## config.mk

```make
export PLATFORM = sky130hd
export DESIGN_NAME = regulator_fault_power_good
export DESIGN_NICKNAME = d
export VERILOG_FILES = /design/src/fault_pkg.sv /design/src/regulator_fault_power_good.sv /design/src/bit_sync.sv /design/src/ov_filter.sv
export SDC_FILE = /design/constraint.sdc
export NUM_CORES = 1
export LEC_CHECK = 0
export BUFFER_PORTS_ARGS = -buffer_cell sky130_fd_sc_hd__buf_2
export CAP_MARGIN = 15
export CORE_ASPECT_RATIO = 1.4
export CORE_UTILIZATION = 60
export CTS_CLUSTER_SIZE = 12
export DETAILED_ROUTE_END_ITERATION = 8
export HOLD_SLACK_MARGIN = 0.1
export PLACE_DENSITY = 0.8
export SLEW_MARGIN = 20
export SYNTH_ARGS = -nofsm -noshare
export SYNTH_HDL_FRONTEND = slang
export SYNTH_HIERARCHICAL = 1
export SYNTH_SLANG_ARGS = --single-unit
export TNS_END_PERCENT = 100
```

## constraint.sdc

```tcl
create_clock -name ref_clk -period 6.2 [get_ports ref_clk]
set_input_delay 1.24 -clock ref_clk [delete_from_list [all_inputs] [get_ports ref_clk]]
set_output_delay 1.24 -clock ref_clk [all_outputs]
set_load 0.01 [all_outputs]
```

## src/fault_pkg.sv

```systemverilog
package fault_pkg;

  // clock and time base
  localparam int CLK_HZ = 100_000_000;
  localparam int CLK_MHZ = CLK_HZ / 1_000_000;
  localparam int US_CYC = CLK_MHZ;

  // factory variants: switching frequency and target output
  localparam int FSW_2V5_HZ = 1_300_000;
  localparam int FSW_3V3_HZ = 1_500_000;
  localparam int PERIOD_2V5_CYC = CLK_HZ / FSW_2V5_HZ;
  localparam int PERIOD_3V3_CYC = CLK_HZ / FSW_3V3_HZ;
  localparam int TARGET_2V5_MV = 2500;
  localparam int TARGET_3V3_MV = 3300;

  // minimum switch intervals, least times round up
  localparam int MIN_ON_NS = 50;
  localparam int MIN_OFF_NS = 100;
  localparam int MIN_ON_CYC = (MIN_ON_NS * CLK_MHZ + 999) / 1000;
  localparam int MIN_OFF_CYC = (MIN_OFF_NS * CLK_MHZ + 999) / 1000;

  // protection timing
  localparam int OV_DELAY_US = 5;
  localparam int OV_DELAY_CYC = OV_DELAY_US * CLK_MHZ;
  localparam int HICCUP_US = 20;
  localparam int HICCUP_CYC = HICCUP_US * CLK_MHZ;

  // trip levels; current in 100 mA steps, voltage in percent of target
  localparam logic [7:0] OC_TRIP_DECI_A = 8'h3C;
  localparam logic [7:0] OV_BASE_PCT = 8'h69;
  localparam logic [7:0] PG_BASE_PCT = 8'h50;
  localparam logic [7:0] LEVEL_STEP_PCT = 8'h05;
  localparam logic [7:0] OV_HYST_PCT = 8'h05;
  localparam logic [7:0] PG_HYST_PCT = 8'h05;
  localparam logic [7:0] OT_HYST_C = 8'h14;
  localparam logic [7:0] STARTUP_SMALL_PCT = 8'h0A;
  localparam int PG_BAND_LOW_PCT = 98;
  localparam logic [11:0] SS_STEP_SLOW_MV = 12'h001;
  localparam logic [11:0] SS_STEP_FAST_MV = 12'h002;

  // register map
  localparam logic [7:0] ADDR_PG_MODE = 8'h14;
  localparam logic [7:0] ADDR_OV_LEVEL = 8'h17;
  localparam logic [7:0] ADDR_PG_LEVEL = 8'h18;
  localparam logic [7:0] ADDR_OT_LEVEL = 8'h19;
  localparam logic [7:0] ADDR_STATUS = 8'h1E;
  localparam int MODE_BIT = 0;
  localparam int SOFTSTOP_BIT = 2;
  localparam int RATE_BIT = 3;
  localparam logic [7:0] PG_MODE_MASK = 8'h0D;
  localparam logic [7:0] PG_MODE_RST = 8'h01;
  localparam logic [1:0] OV_LEVEL_RST = 2'h3;
  localparam logic [1:0] PG_LEVEL_RST = 2'h2;
  localparam logic [1:0] OT_LEVEL_RST = 2'h3;

  typedef enum logic [2:0] {
    ST_OFF = 3'b000,
    ST_START = 3'b001,
    ST_RUN = 3'b010,
    ST_OC_DRAIN = 3'b011,
    ST_HICCUP = 3'b100,
    ST_OV_LATCH = 3'b101,
    ST_THERMAL = 3'b110
  } state_t;

  function automatic logic [7:0] thermal_limit(input logic [1:0] code);
    case (code)
      2'h0: thermal_limit = 8'h4B;
      2'h1: thermal_limit = 8'h55;
      2'h2: thermal_limit = 8'h7D;
      default: thermal_limit = 8'h91;
    endcase
  endfunction

endpackage

```

## src/regulator_fault_power_good.sv

```systemverilog
`timescale 1ns/1ps
`default_nettype none
module regulator_fault_power_good #(
  parameter bit VARIANT_3V3 = 1'b1
) (
  // clock and reset
  input wire logic ref_clk,
  input wire logic nrst,
  // register port
  input wire logic [7:0] reg_addr,
  input wire logic [7:0] reg_wdata,
  input wire logic reg_wr,
  input wire logic reg_rd,
  output logic [7:0] reg_rdata,
  // supervisory levels
  input wire logic en_ok,
  input wire logic bias_ok,
  input wire logic init_done,
  // power stage sensing
  input wire logic [7:0] output_sense_input,
  input wire logic [7:0] ls_current,
  input wire logic [7:0] die_temp,
  input wire logic [7:0] ctl_on_cycles,
  // power stage drive
  output logic hs_gate,
  output logic ls_gate,
  output logic [11:0] ss_ref_mv,
  // open-drain power-good pin
  output logic output_good_flag_o,
  output logic output_good_flag_oe
);

  localparam logic [7:0] PERIOD_CYC =
    VARIANT_3V3 ? 8'(fault_pkg::PERIOD_3V3_CYC) : 8'(fault_pkg::PERIOD_2V5_CYC);
  localparam logic [11:0] TARGET_MV =
    VARIANT_3V3 ? 12'(fault_pkg::TARGET_3V3_MV) : 12'(fault_pkg::TARGET_2V5_MV);
  localparam logic [7:0] MIN_ON = 8'(fault_pkg::MIN_ON_CYC);
  localparam logic [7:0] MAX_ON = PERIOD_CYC - 8'(fault_pkg::MIN_OFF_CYC);

  // registers
  logic [7:0] pg_mode_r;
  logic [1:0] ov_level_sel_r;
  logic [1:0] pg_level_sel_r;
  logic [1:0] ot_level_sel_r;

  always_ff @(posedge ref_clk or negedge nrst) begin
    if (!nrst) begin
      pg_mode_r <= fault_pkg::PG_MODE_RST;
      ov_level_sel_r <= fault_pkg::OV_LEVEL_RST;
      pg_level_sel_r <= fault_pkg::PG_LEVEL_RST;
      ot_level_sel_r <= fault_pkg::OT_LEVEL_RST;
    end else if (reg_wr) begin
      case (reg_addr)
        fault_pkg::ADDR_PG_MODE: pg_mode_r <= reg_wdata & fault_pkg::PG_MODE_MASK;
        fault_pkg::ADDR_OV_LEVEL: ov_level_sel_r <= reg_wdata[1:0];
        fault_pkg::ADDR_PG_LEVEL: pg_level_sel_r <= reg_wdata[1:0];
        fault_pkg::ADDR_OT_LEVEL: ot_level_sel_r <= reg_wdata[1:0];
        default: ;
      endcase
    end
  end

  fault_pkg::state_t state_r;
  fault_pkg::state_t state_nxt;
  logic good_r;
  logic startup_done_r;
  logic first_pulse_r;

  always_ff @(posedge ref_clk or negedge nrst) begin
    if (!nrst) begin
      reg_rdata <= 8'h00;
    end else if (reg_rd) begin
      case (reg_addr)
        fault_pkg::ADDR_PG_MODE: reg_rdata <= pg_mode_r;
        fault_pkg::ADDR_OV_LEVEL: reg_rdata <= {6'h00, ov_level_sel_r};
        fault_pkg::ADDR_PG_LEVEL: reg_rdata <= {6'h00, pg_level_sel_r};
        fault_pkg::ADDR_OT_LEVEL: reg_rdata <= {6'h00, ot_level_sel_r};
        fault_pkg::ADDR_STATUS:
          reg_rdata <= {2'h0, first_pulse_r, startup_done_r, good_r, state_r};
        default: reg_rdata <= 8'h00;
      endcase
    end
  end

  // threshold selection
  logic [7:0] ov_pct;
  logic [7:0] pg_pct;
  logic [7:0] ot_limit;
  assign ov_pct = fault_pkg::OV_BASE_PCT +
                  fault_pkg::LEVEL_STEP_PCT * {6'h00, ov_level_sel_r};
  assign pg_pct = fault_pkg::PG_BASE_PCT +
                  fault_pkg::LEVEL_STEP_PCT * {6'h00, pg_level_sel_r};
  assign ot_limit = fault_pkg::thermal_limit(ot_level_sel_r);

  // comparator outputs, then synchronised
  logic [7:0] cmp_raw;
  logic [7:0] cmp_s;
  assign cmp_raw[0] = output_sense_input > ov_pct;
  assign cmp_raw[1] = output_sense_input < (ov_pct - fault_pkg::OV_HYST_PCT);
  assign cmp_raw[2] = ls_gate && (ls_current > fault_pkg::OC_TRIP_DECI_A);
  assign cmp_raw[3] = ls_current == 8'h00;
  assign cmp_raw[4] = die_temp > ot_limit;
  assign cmp_raw[5] = die_temp <= (ot_limit - fault_pkg::OT_HYST_C);
  assign cmp_raw[6] = output_sense_input > pg_pct;
  assign cmp_raw[7] = output_sense_input < (pg_pct - fault_pkg::PG_HYST_PCT);

  bit_sync #(.WIDTH(8)) u_sync (
    .ref_clk(ref_clk),
    .nrst(nrst),
    .async_in(cmp_raw),
    .sync_out(cmp_s)
  );

  logic ov_fault;
  ov_filter u_ov_filter (
    .ref_clk(ref_clk),
    .nrst(nrst),
    .ov_level(cmp_s[0]),
    .ov_fault(ov_fault)
  );

  logic oc_fault;
  logic ls_zero;
  logic ot_fault;
  logic ot_clear;
  logic ov_clear;
  assign ov_clear = cmp_s[1];
  assign oc_fault = cmp_s[2];
  assign ls_zero = cmp_s[3];
  assign ot_fault = cmp_s[4];
  assign ot_clear = cmp_s[5];

  logic enabled;
  assign enabled = en_ok && bias_ok && init_done;

  // soft-start reference compared with the sensed output, both as fractions of target
  logic [23:0] ss_scaled;
  logic [23:0] sense_scaled;
  logic [23:0] band_scaled;
  logic ss_above_sense;
  logic ss_in_band;
  assign ss_scaled = 24'(ss_ref_mv) * 24'd100;
  assign sense_scaled = 24'(output_sense_input) * 24'(TARGET_MV);
  assign band_scaled = 24'(TARGET_MV) * 24'(fault_pkg::PG_BAND_LOW_PCT);
  assign ss_above_sense = ss_scaled > sense_scaled;
  assign ss_in_band = ss_scaled >= band_scaled;

  // hiccup blanking
  logic [11:0] hic_cnt_r;
  logic hic_done;
  assign hic_done = hic_cnt_r >= 12'(fault_pkg::HICCUP_CYC);

  always_comb begin
    state_nxt = state_r;
    if (!enabled) begin
      state_nxt = fault_pkg::ST_OFF;
    end else begin
      case (state_r)
        fault_pkg::ST_OFF: state_nxt = fault_pkg::ST_START;
        fault_pkg::ST_START, fault_pkg::ST_RUN: begin
          if (ov_fault) begin
            state_nxt = fault_pkg::ST_OV_LATCH;
          end else if (oc_fault) begin
            state_nxt = fault_pkg::ST_OC_DRAIN;
          end else if (ot_fault) begin
            state_nxt = fault_pkg::ST_THERMAL;
          end else if (state_r == fault_pkg::ST_START && ss_above_sense) begin
            state_nxt = fault_pkg::ST_RUN;
          end
        end
        fault_pkg::ST_OC_DRAIN: begin
          if (ls_zero) begin
            state_nxt = fault_pkg::ST_HICCUP;
          end
        end
        fault_pkg::ST_HICCUP: begin
          if (hic_done) begin
            state_nxt = fault_pkg::ST_START;
          end
        end
        fault_pkg::ST_OV_LATCH: state_nxt = fault_pkg::ST_OV_LATCH;
        fault_pkg::ST_THERMAL: begin
          if (ot_clear) begin
            state_nxt = fault_pkg::ST_START;
          end
        end
        default: state_nxt = fault_pkg::ST_OFF;
      endcase
    end
  end

  always_ff @(posedge ref_clk or negedge nrst) begin
    if (!nrst) begin
      state_r <= fault_pkg::ST_OFF;
    end else begin
      state_r <= state_nxt;
    end
  end

  always_ff @(posedge ref_clk or negedge nrst) begin
    if (!nrst) begin
      hic_cnt_r <= 12'h000;
    end else if (state_r == fault_pkg::ST_HICCUP && !hic_done) begin
      hic_cnt_r <= hic_cnt_r + 12'h001;
    end else if (state_r != fault_pkg::ST_HICCUP) begin
      hic_cnt_r <= 12'h000;
    end
  end

  // soft-start ramp, one step per microsecond
  logic [6:0] us_cnt_r;
  logic us_tick;
  logic ramping;
  logic ss_reset;
  logic [11:0] ss_step;
  logic [12:0] ss_sum;
  assign us_tick = us_cnt_r == 7'(fault_pkg::US_CYC - 1);
  assign ramping = state_r == fault_pkg::ST_START || state_r == fault_pkg::ST_RUN;
  assign ss_reset = state_r == fault_pkg::ST_OFF || state_r == fault_pkg::ST_OC_DRAIN ||
                    state_r == fault_pkg::ST_HICCUP || state_r == fault_pkg::ST_THERMAL;
  assign ss_step = pg_mode_r[fault_pkg::RATE_BIT] ?
                   fault_pkg::SS_STEP_FAST_MV : fault_pkg::SS_STEP_SLOW_MV;
  assign ss_sum = {1'b0, ss_ref_mv} + {1'b0, ss_step};

  always_ff @(posedge ref_clk or negedge nrst) begin
    if (!nrst) begin
      us_cnt_r <= 7'h00;
    end else if (us_tick || !ramping) begin
      us_cnt_r <= 7'h00;
    end else begin
      us_cnt_r <= us_cnt_r + 7'h01;
    end
  end

  always_ff @(posedge ref_clk or negedge nrst) begin
    if (!nrst) begin
      ss_ref_mv <= 12'h000;
      startup_done_r <= 1'b0;
    end else if (ss_reset || state_nxt == fault_pkg::ST_OC_DRAIN) begin
      ss_ref_mv <= 12'h000;
      startup_done_r <= 1'b0;
    end else if (ramping && us_tick && !startup_done_r) begin
      if (ss_sum >= {1'b0, TARGET_MV}) begin
        ss_ref_mv <= TARGET_MV;
        startup_done_r <= 1'b1;
      end else begin
        ss_ref_mv <= ss_sum[11:0];
      end
    end
  end

  // pwm: high-side first, low-side for the rest of the period
  logic [7:0] pwm_cnt_r;
  logic [7:0] on_len;
  logic pwm_hs;
  always_comb begin
    if (output_sense_input < fault_pkg::STARTUP_SMALL_PCT || ctl_on_cycles < MIN_ON) begin
      on_len = MIN_ON;
    end else if (ctl_on_cycles > MAX_ON) begin
      on_len = MAX_ON;
    end else begin
      on_len = ctl_on_cycles;
    end
  end
  assign pwm_hs = pwm_cnt_r < on_len;

  always_ff @(posedge ref_clk or negedge nrst) begin
    if (!nrst) begin
      pwm_cnt_r <= 8'h00;
    end else if (state_r != fault_pkg::ST_RUN || pwm_cnt_r == PERIOD_CYC - 8'h01) begin
      pwm_cnt_r <= 8'h00;
    end else begin
      pwm_cnt_r <= pwm_cnt_r + 8'h01;
    end
  end

  // discharge phase of the over-voltage latch
  logic ov_discharge_r;
  always_ff @(posedge ref_clk or negedge nrst) begin
    if (!nrst) begin
      ov_discharge_r <= 1'b0;
    end else if (state_r != fault_pkg::ST_OV_LATCH && state_nxt == fault_pkg::ST_OV_LATCH) begin
      ov_discharge_r <= 1'b1;
    end else if (state_r != fault_pkg::ST_OV_LATCH || ov_clear) begin
      ov_discharge_r <= 1'b0;
    end
  end

  logic run_next;
  assign run_next = state_r == fault_pkg::ST_RUN && state_nxt == fault_pkg::ST_RUN;

  always_ff @(posedge ref_clk or negedge nrst) begin
    if (!nrst) begin
      hs_gate <= 1'b0;
      ls_gate <= 1'b0;
    end else begin
      hs_gate <= run_next && pwm_hs;
      ls_gate <= (run_next && !pwm_hs) || state_nxt == fault_pkg::ST_OC_DRAIN ||
                 (state_nxt == fault_pkg::ST_OV_LATCH &&
                  (state_r != fault_pkg::ST_OV_LATCH || (ov_discharge_r && !ov_clear)));
    end
  end

  // power-good
  logic pg_hyst_r;
  logic good_nxt;
  always_ff @(posedge ref_clk or negedge nrst) begin
    if (!nrst) begin
      pg_hyst_r <= 1'b0;
    end else if (cmp_s[6]) begin
      pg_hyst_r <= 1'b1;
    end else if (cmp_s[7]) begin
      pg_hyst_r <= 1'b0;
    end
  end

  always_ff @(posedge ref_clk or negedge nrst) begin
    if (!nrst) begin
      first_pulse_r <= 1'b0;
    end else if (!ramping) begin
      first_pulse_r <= 1'b0;
    end else if (hs_gate) begin
      first_pulse_r <= 1'b1;
    end
  end

  always_comb begin
    good_nxt = 1'b0;
    if (enabled && run_next && first_pulse_r) begin
      if (pg_mode_r[fault_pkg::MODE_BIT] || startup_done_r) begin
        good_nxt = pg_hyst_r;
      end else begin
        good_nxt = ss_in_band;
      end
    end
  end

  always_ff @(posedge ref_clk or negedge nrst) begin
    if (!nrst) begin
      good_r <= 1'b0;
    end else begin
      good_r <= good_nxt;
    end
  end

  // open drain: pulled low whenever the output is not good
  assign output_good_flag_o = 1'b0;
  assign output_good_flag_oe = !good_r;

endmodule // regulator_fault_power_good
`default_nettype wire

```

## src/bit_sync.sv

```systemverilog
`timescale 1ns/1ps
`default_nettype none
// two-flop synchroniser, one stage pair per bit
module bit_sync #(
  parameter int WIDTH = 8
) (
  // clock and reset
  input wire logic ref_clk,
  input wire logic nrst,
  // levels
  input wire logic [WIDTH-1:0] async_in,
  output logic [WIDTH-1:0] sync_out
);

  genvar i;
  generate
    for (i = 0; i < WIDTH; i++) begin : g_bit
      logic meta_r;
      logic hold_r;
      always_ff @(posedge ref_clk or negedge nrst) begin
        if (!nrst) begin
          meta_r <= 1'b0;
          hold_r <= 1'b0;
        end else begin
          meta_r <= async_in[i];
          hold_r <= meta_r;
        end
      end
      assign sync_out[i] = hold_r;
    end
  endgenerate

endmodule // bit_sync
`default_nettype wire

```

## src/ov_filter.sv

```systemverilog
`timescale 1ns/1ps
`default_nettype none
// qualifies the over-voltage comparator: it must stay high for the whole delay
module ov_filter (
  // clock and reset
  input wire logic ref_clk,
  input wire logic nrst,
  // comparator level, already synchronised
  input wire logic ov_level,
  output logic ov_fault
);

  logic [9:0] cnt_r;

  always_ff @(posedge ref_clk or negedge nrst) begin
    if (!nrst) begin
      cnt_r <= 10'h000;
      ov_fault <= 1'b0;
    end else if (!ov_level) begin
      cnt_r <= 10'h000;
      ov_fault <= 1'b0;
    end else if (cnt_r >= 10'(fault_pkg::OV_DELAY_CYC)) begin
      ov_fault <= 1'b1;
    end else begin
      cnt_r <= cnt_r + 10'h001;
    end
  end

endmodule // ov_filter
`default_nettype wire

```

==> impl_metrics.csv <==
group,metric,value,unit
run_status,status,"completed",
timing,max_freq,163.1,MHz
floorplan,die_width,104.6,um
finish,final_nets,1300,
routing,vias_per_cell,5.727,
logic_synthesis,yosys_warnings,6,
logic_synthesis,synth.largest_area_cell,"ha_1",
critical_path,crit_path_start_kind,"input port",
critical_path,cpMostUsedCell,"fa_1",
placed_design,portBuffers,71,
cts,clock_latency,0.35,ns
timing,fin_crit_sh,0.9890,
power_and_ir_drop,power_density,195.3,nW/um^2
floorplan,die_h,145.6,um
critical_path,crit_family,"adder cells",
timing,worstMarginPinSlew,1.030,ns
global_route,antenna_found_initial,0,
timing,maxSlewViolCount,0,
logic_synthesis,synthSimpleGateAreaFrac,0.1571,
placed_design,dpl.hpwl,15250,um
logic_synthesis,synth-xor-area-share,0.06438,
timing,slew-limit-headroom,0.3083,
logic_synthesis,synth_top_area_share,0.2434,
placed_design,place_area,9514,sq um
logic_synthesis,ys_ff_latch,91,
critical_path,crit_buf_inv,7,
cts,clk_pin_slew,0.07,ns
timing,min_period,6.132,ns
floorplan,rows,52,
timing,setup_violations,0,
routing,via_count,7125,
logic_synthesis,synth_adder_area_share,0.2955,
cts,cts_buffers,9,
global_route,grt_pass1_vias,7330,
floorplan,ios,79,
logic_synthesis,yosysUniqueCellTypes,83,
global_route,grt_pass1_wl,32710,um
logic_synthesis,synth_area_per_cell,9.269,sq um
critical_path,crit_required,6.41,ns
power_and_ir_drop,finalPower,1.953,mW
routing,routed_wl,19420,um
routing,drtAntennaViolNets,0,
global_route,grt_usage,0.2627,
cts,ctsHoldBuffers,0,
logic_synthesis,synth_compound_area_frac,0.1445,
worst_hold_path,hold_path.class,"reg -> reg",
critical_path,worstSetupStartpoint,"output_sense_input[7]",
critical_path,cp_slowest_cell,"fa_1",
logic_synthesis,synth_edf_count,0,
routing,drc_errors,0,
timing,finalHoldViolCount,0,
logic_synthesis,ys_seq_area_frac,0.2584,
floorplan,start_util,0.6122,
cts,clock-sinks,91,
floorplan,die-area,15230,sq um
critical_path,setup.worst_path.end_class,"register",
routing,drt_iter0_drc,238,
logic_synthesis,synthCells,954,
logic_synthesis,synthTopCellsByArea,"ha_1 (24%), dfrtp_1 (24%), fa_1 (5.2%)",
finish,synthToLayoutAreaGrowth,13.12,%
timing,rsz0062_at_grt,"true",
cts,htreeDepth,3,
logic_synthesis,synthArstFlopShare,1.000,
global_route,grt_overflow,0,
logic_synthesis,synth_top_flop_cell,"dfrtp_1",
finish,antenna_cells,0,
finish,final_util,0.6925,
critical_path,cp_max_fo,6,
worst_hold_path,hp-start,"u_sync/g_bit[7].meta_r",
logic_synthesis,synth_top_family_by_area,"adder cells",
finish,fin_area,10000,sq um
cts,cts_tree,"done",
cts,clock_path_buffers,2,
power_and_ir_drop,p_leak,5.008,nW
cts,root_buffer,"clkbuf_16",
routing,dr.pass1.iters,5,
critical_path,critPathMaxStageDelay,0.52,ns
placed_design,gp_congestion,0.8870,
logic_synthesis,syn_area,8842,sq um
global_route,grt_max_degree,59,
finish,n_fill_cell,1140,
floorplan,fp.coreArea,14440,sq um
job,maxCapViolations,0,
logic_synthesis,synthMuxAreaShare,0.01599,
critical_path,cp.arrival,6.35,ns
finish,drive_above_1_share,0.1754,
timing,clock_skew,0.01061,ns
power_and_ir_drop,vdd_drop_max,208.4,uV
critical_path,crit-reg2reg-launch,"ss_ref_mv[4]",
critical_path,crit_type,"in -> reg",
routing,wl_per_cell,15.61,um
## registers in the layout, summed over array words and instances, names as in the netlist, 3 cells and up
name	flops
pg_mode_r	3
u_ov_filter/cnt_r	10
u_sync/g_bit.hold_r	8
reg_rdata	6
ss_ref_mv	12
us_cnt_r	7
u_sync/g_bit.meta_r	8
pwm_cnt_r	8
state_r	3
hic_cnt_r	12
## report_power, final
group	internal [mW]	leakage [nW]	switching, mW
sequential	0.609	1.21	0.0149
clock	0.326	0.142	0.242
combinational	0.362	3.65	0.400
total	1.30	5.01	0.657
## area by class of cell
class	instances	area, sq um	area share
Clock buffer	10	239.0	0.02389
Clock inverter	6	70.07	0.007005
Inverter	106	397.9	0.03978
Multi-Input combinational cell	737	6151	0.6150
Sequential cell	91	2285	0.2284
Tap cell	189	236.5	0.02364
Timing Repair Buffer	105	623.1	0.06230
## Yosys cell counts (all sizes together), types with 9 or more instances
master / n
and3: 11
o21a: 14
inv: 105
nand2b: 17
xor2: 28
nand4: 11
xnor2: 37
nand3: 39
mux2: 9
o21ai: 42
nor2: 77
a21oi: 55
ha: 172
buf: 17
nand2: 43
a21o: 12
dfrtp: 85
nor3: 12
nor2b: 20
fa: 23
a211oi: 14
## metrics by stage
stage                       TNS, ns  setup slack, ns  hold WS [ns]  cells
after floorplan                   0         0.007629        0.3312    957
after global placement       -7.162          -0.4523        0.3321   1223
after detailed placement     -10.73          -0.6608        0.3364   1223
after CTS                 -0.006890        -0.006890        0.3521   1242
after global routing         -1.779          -0.1423        0.3552   1244
final                             0          0.06797        0.3491   1244
## routing by layer
metal  routed length [um]  global-route usage
met1                 7682              0.2896
met4                  607              0.1106
met2                10610              0.5030
met3                  515             0.02911
met5                    0                   0
## worst paths after layout
| kind | depth (start not counted) | endpoint | slack, ns |
|---|---|---|---|
| max in group asynchronous | 2 | u_sync/g_bit[4].meta_r | 4.32 |
| worst max-delay path | 27 | startup_done_r | 0.07 |
| min in group asynchronous | 1 | u_ov_filter/cnt_r[5] | 0.83 |
| worst min register to register | 0 | u_sync/g_bit[7].hold_r | 0.35 |
| worst max register to register | 21 | startup_done_r | 1.05 |
| worst min-delay path | 0 | u_sync/g_bit[7].hold_r | 0.35 |
## layout by cell type, fill, tap and decap left out, types with 23 or more instances in the layout
master   synthesis  final
ha_1           172    171
inv_1          105    104
dfrtp_1         85     85
nor2_1          77     74
buf_2            2     69
a21oi_1         53     48
nand2_1         43     41
nand3_1         39     39
xnor2_1         37     36
o21ai_0         39     34
buf_4           12     34
xor2_1          28     28
fa_1            23     23
## repair_timing
action / in CTS / in global routing
pin swaps: 26 / 20
setup endpoints to repair: 18 / 18
buffers inserted: 2 / 2
gates cloned: 1 / 0
resized for setup: 16 / 17
## cells by family after synthesis
group                      Yosys count
AOI/OAI and AO/OA                  189
other                                2
adders and majority gates          195
buffers and inverters              130
DFF                                 91
and+or+nand+nor                    269
muxes                               13
xor gates and xnor gates            65
Note: power is estimated with default switching activity, not from simulation.
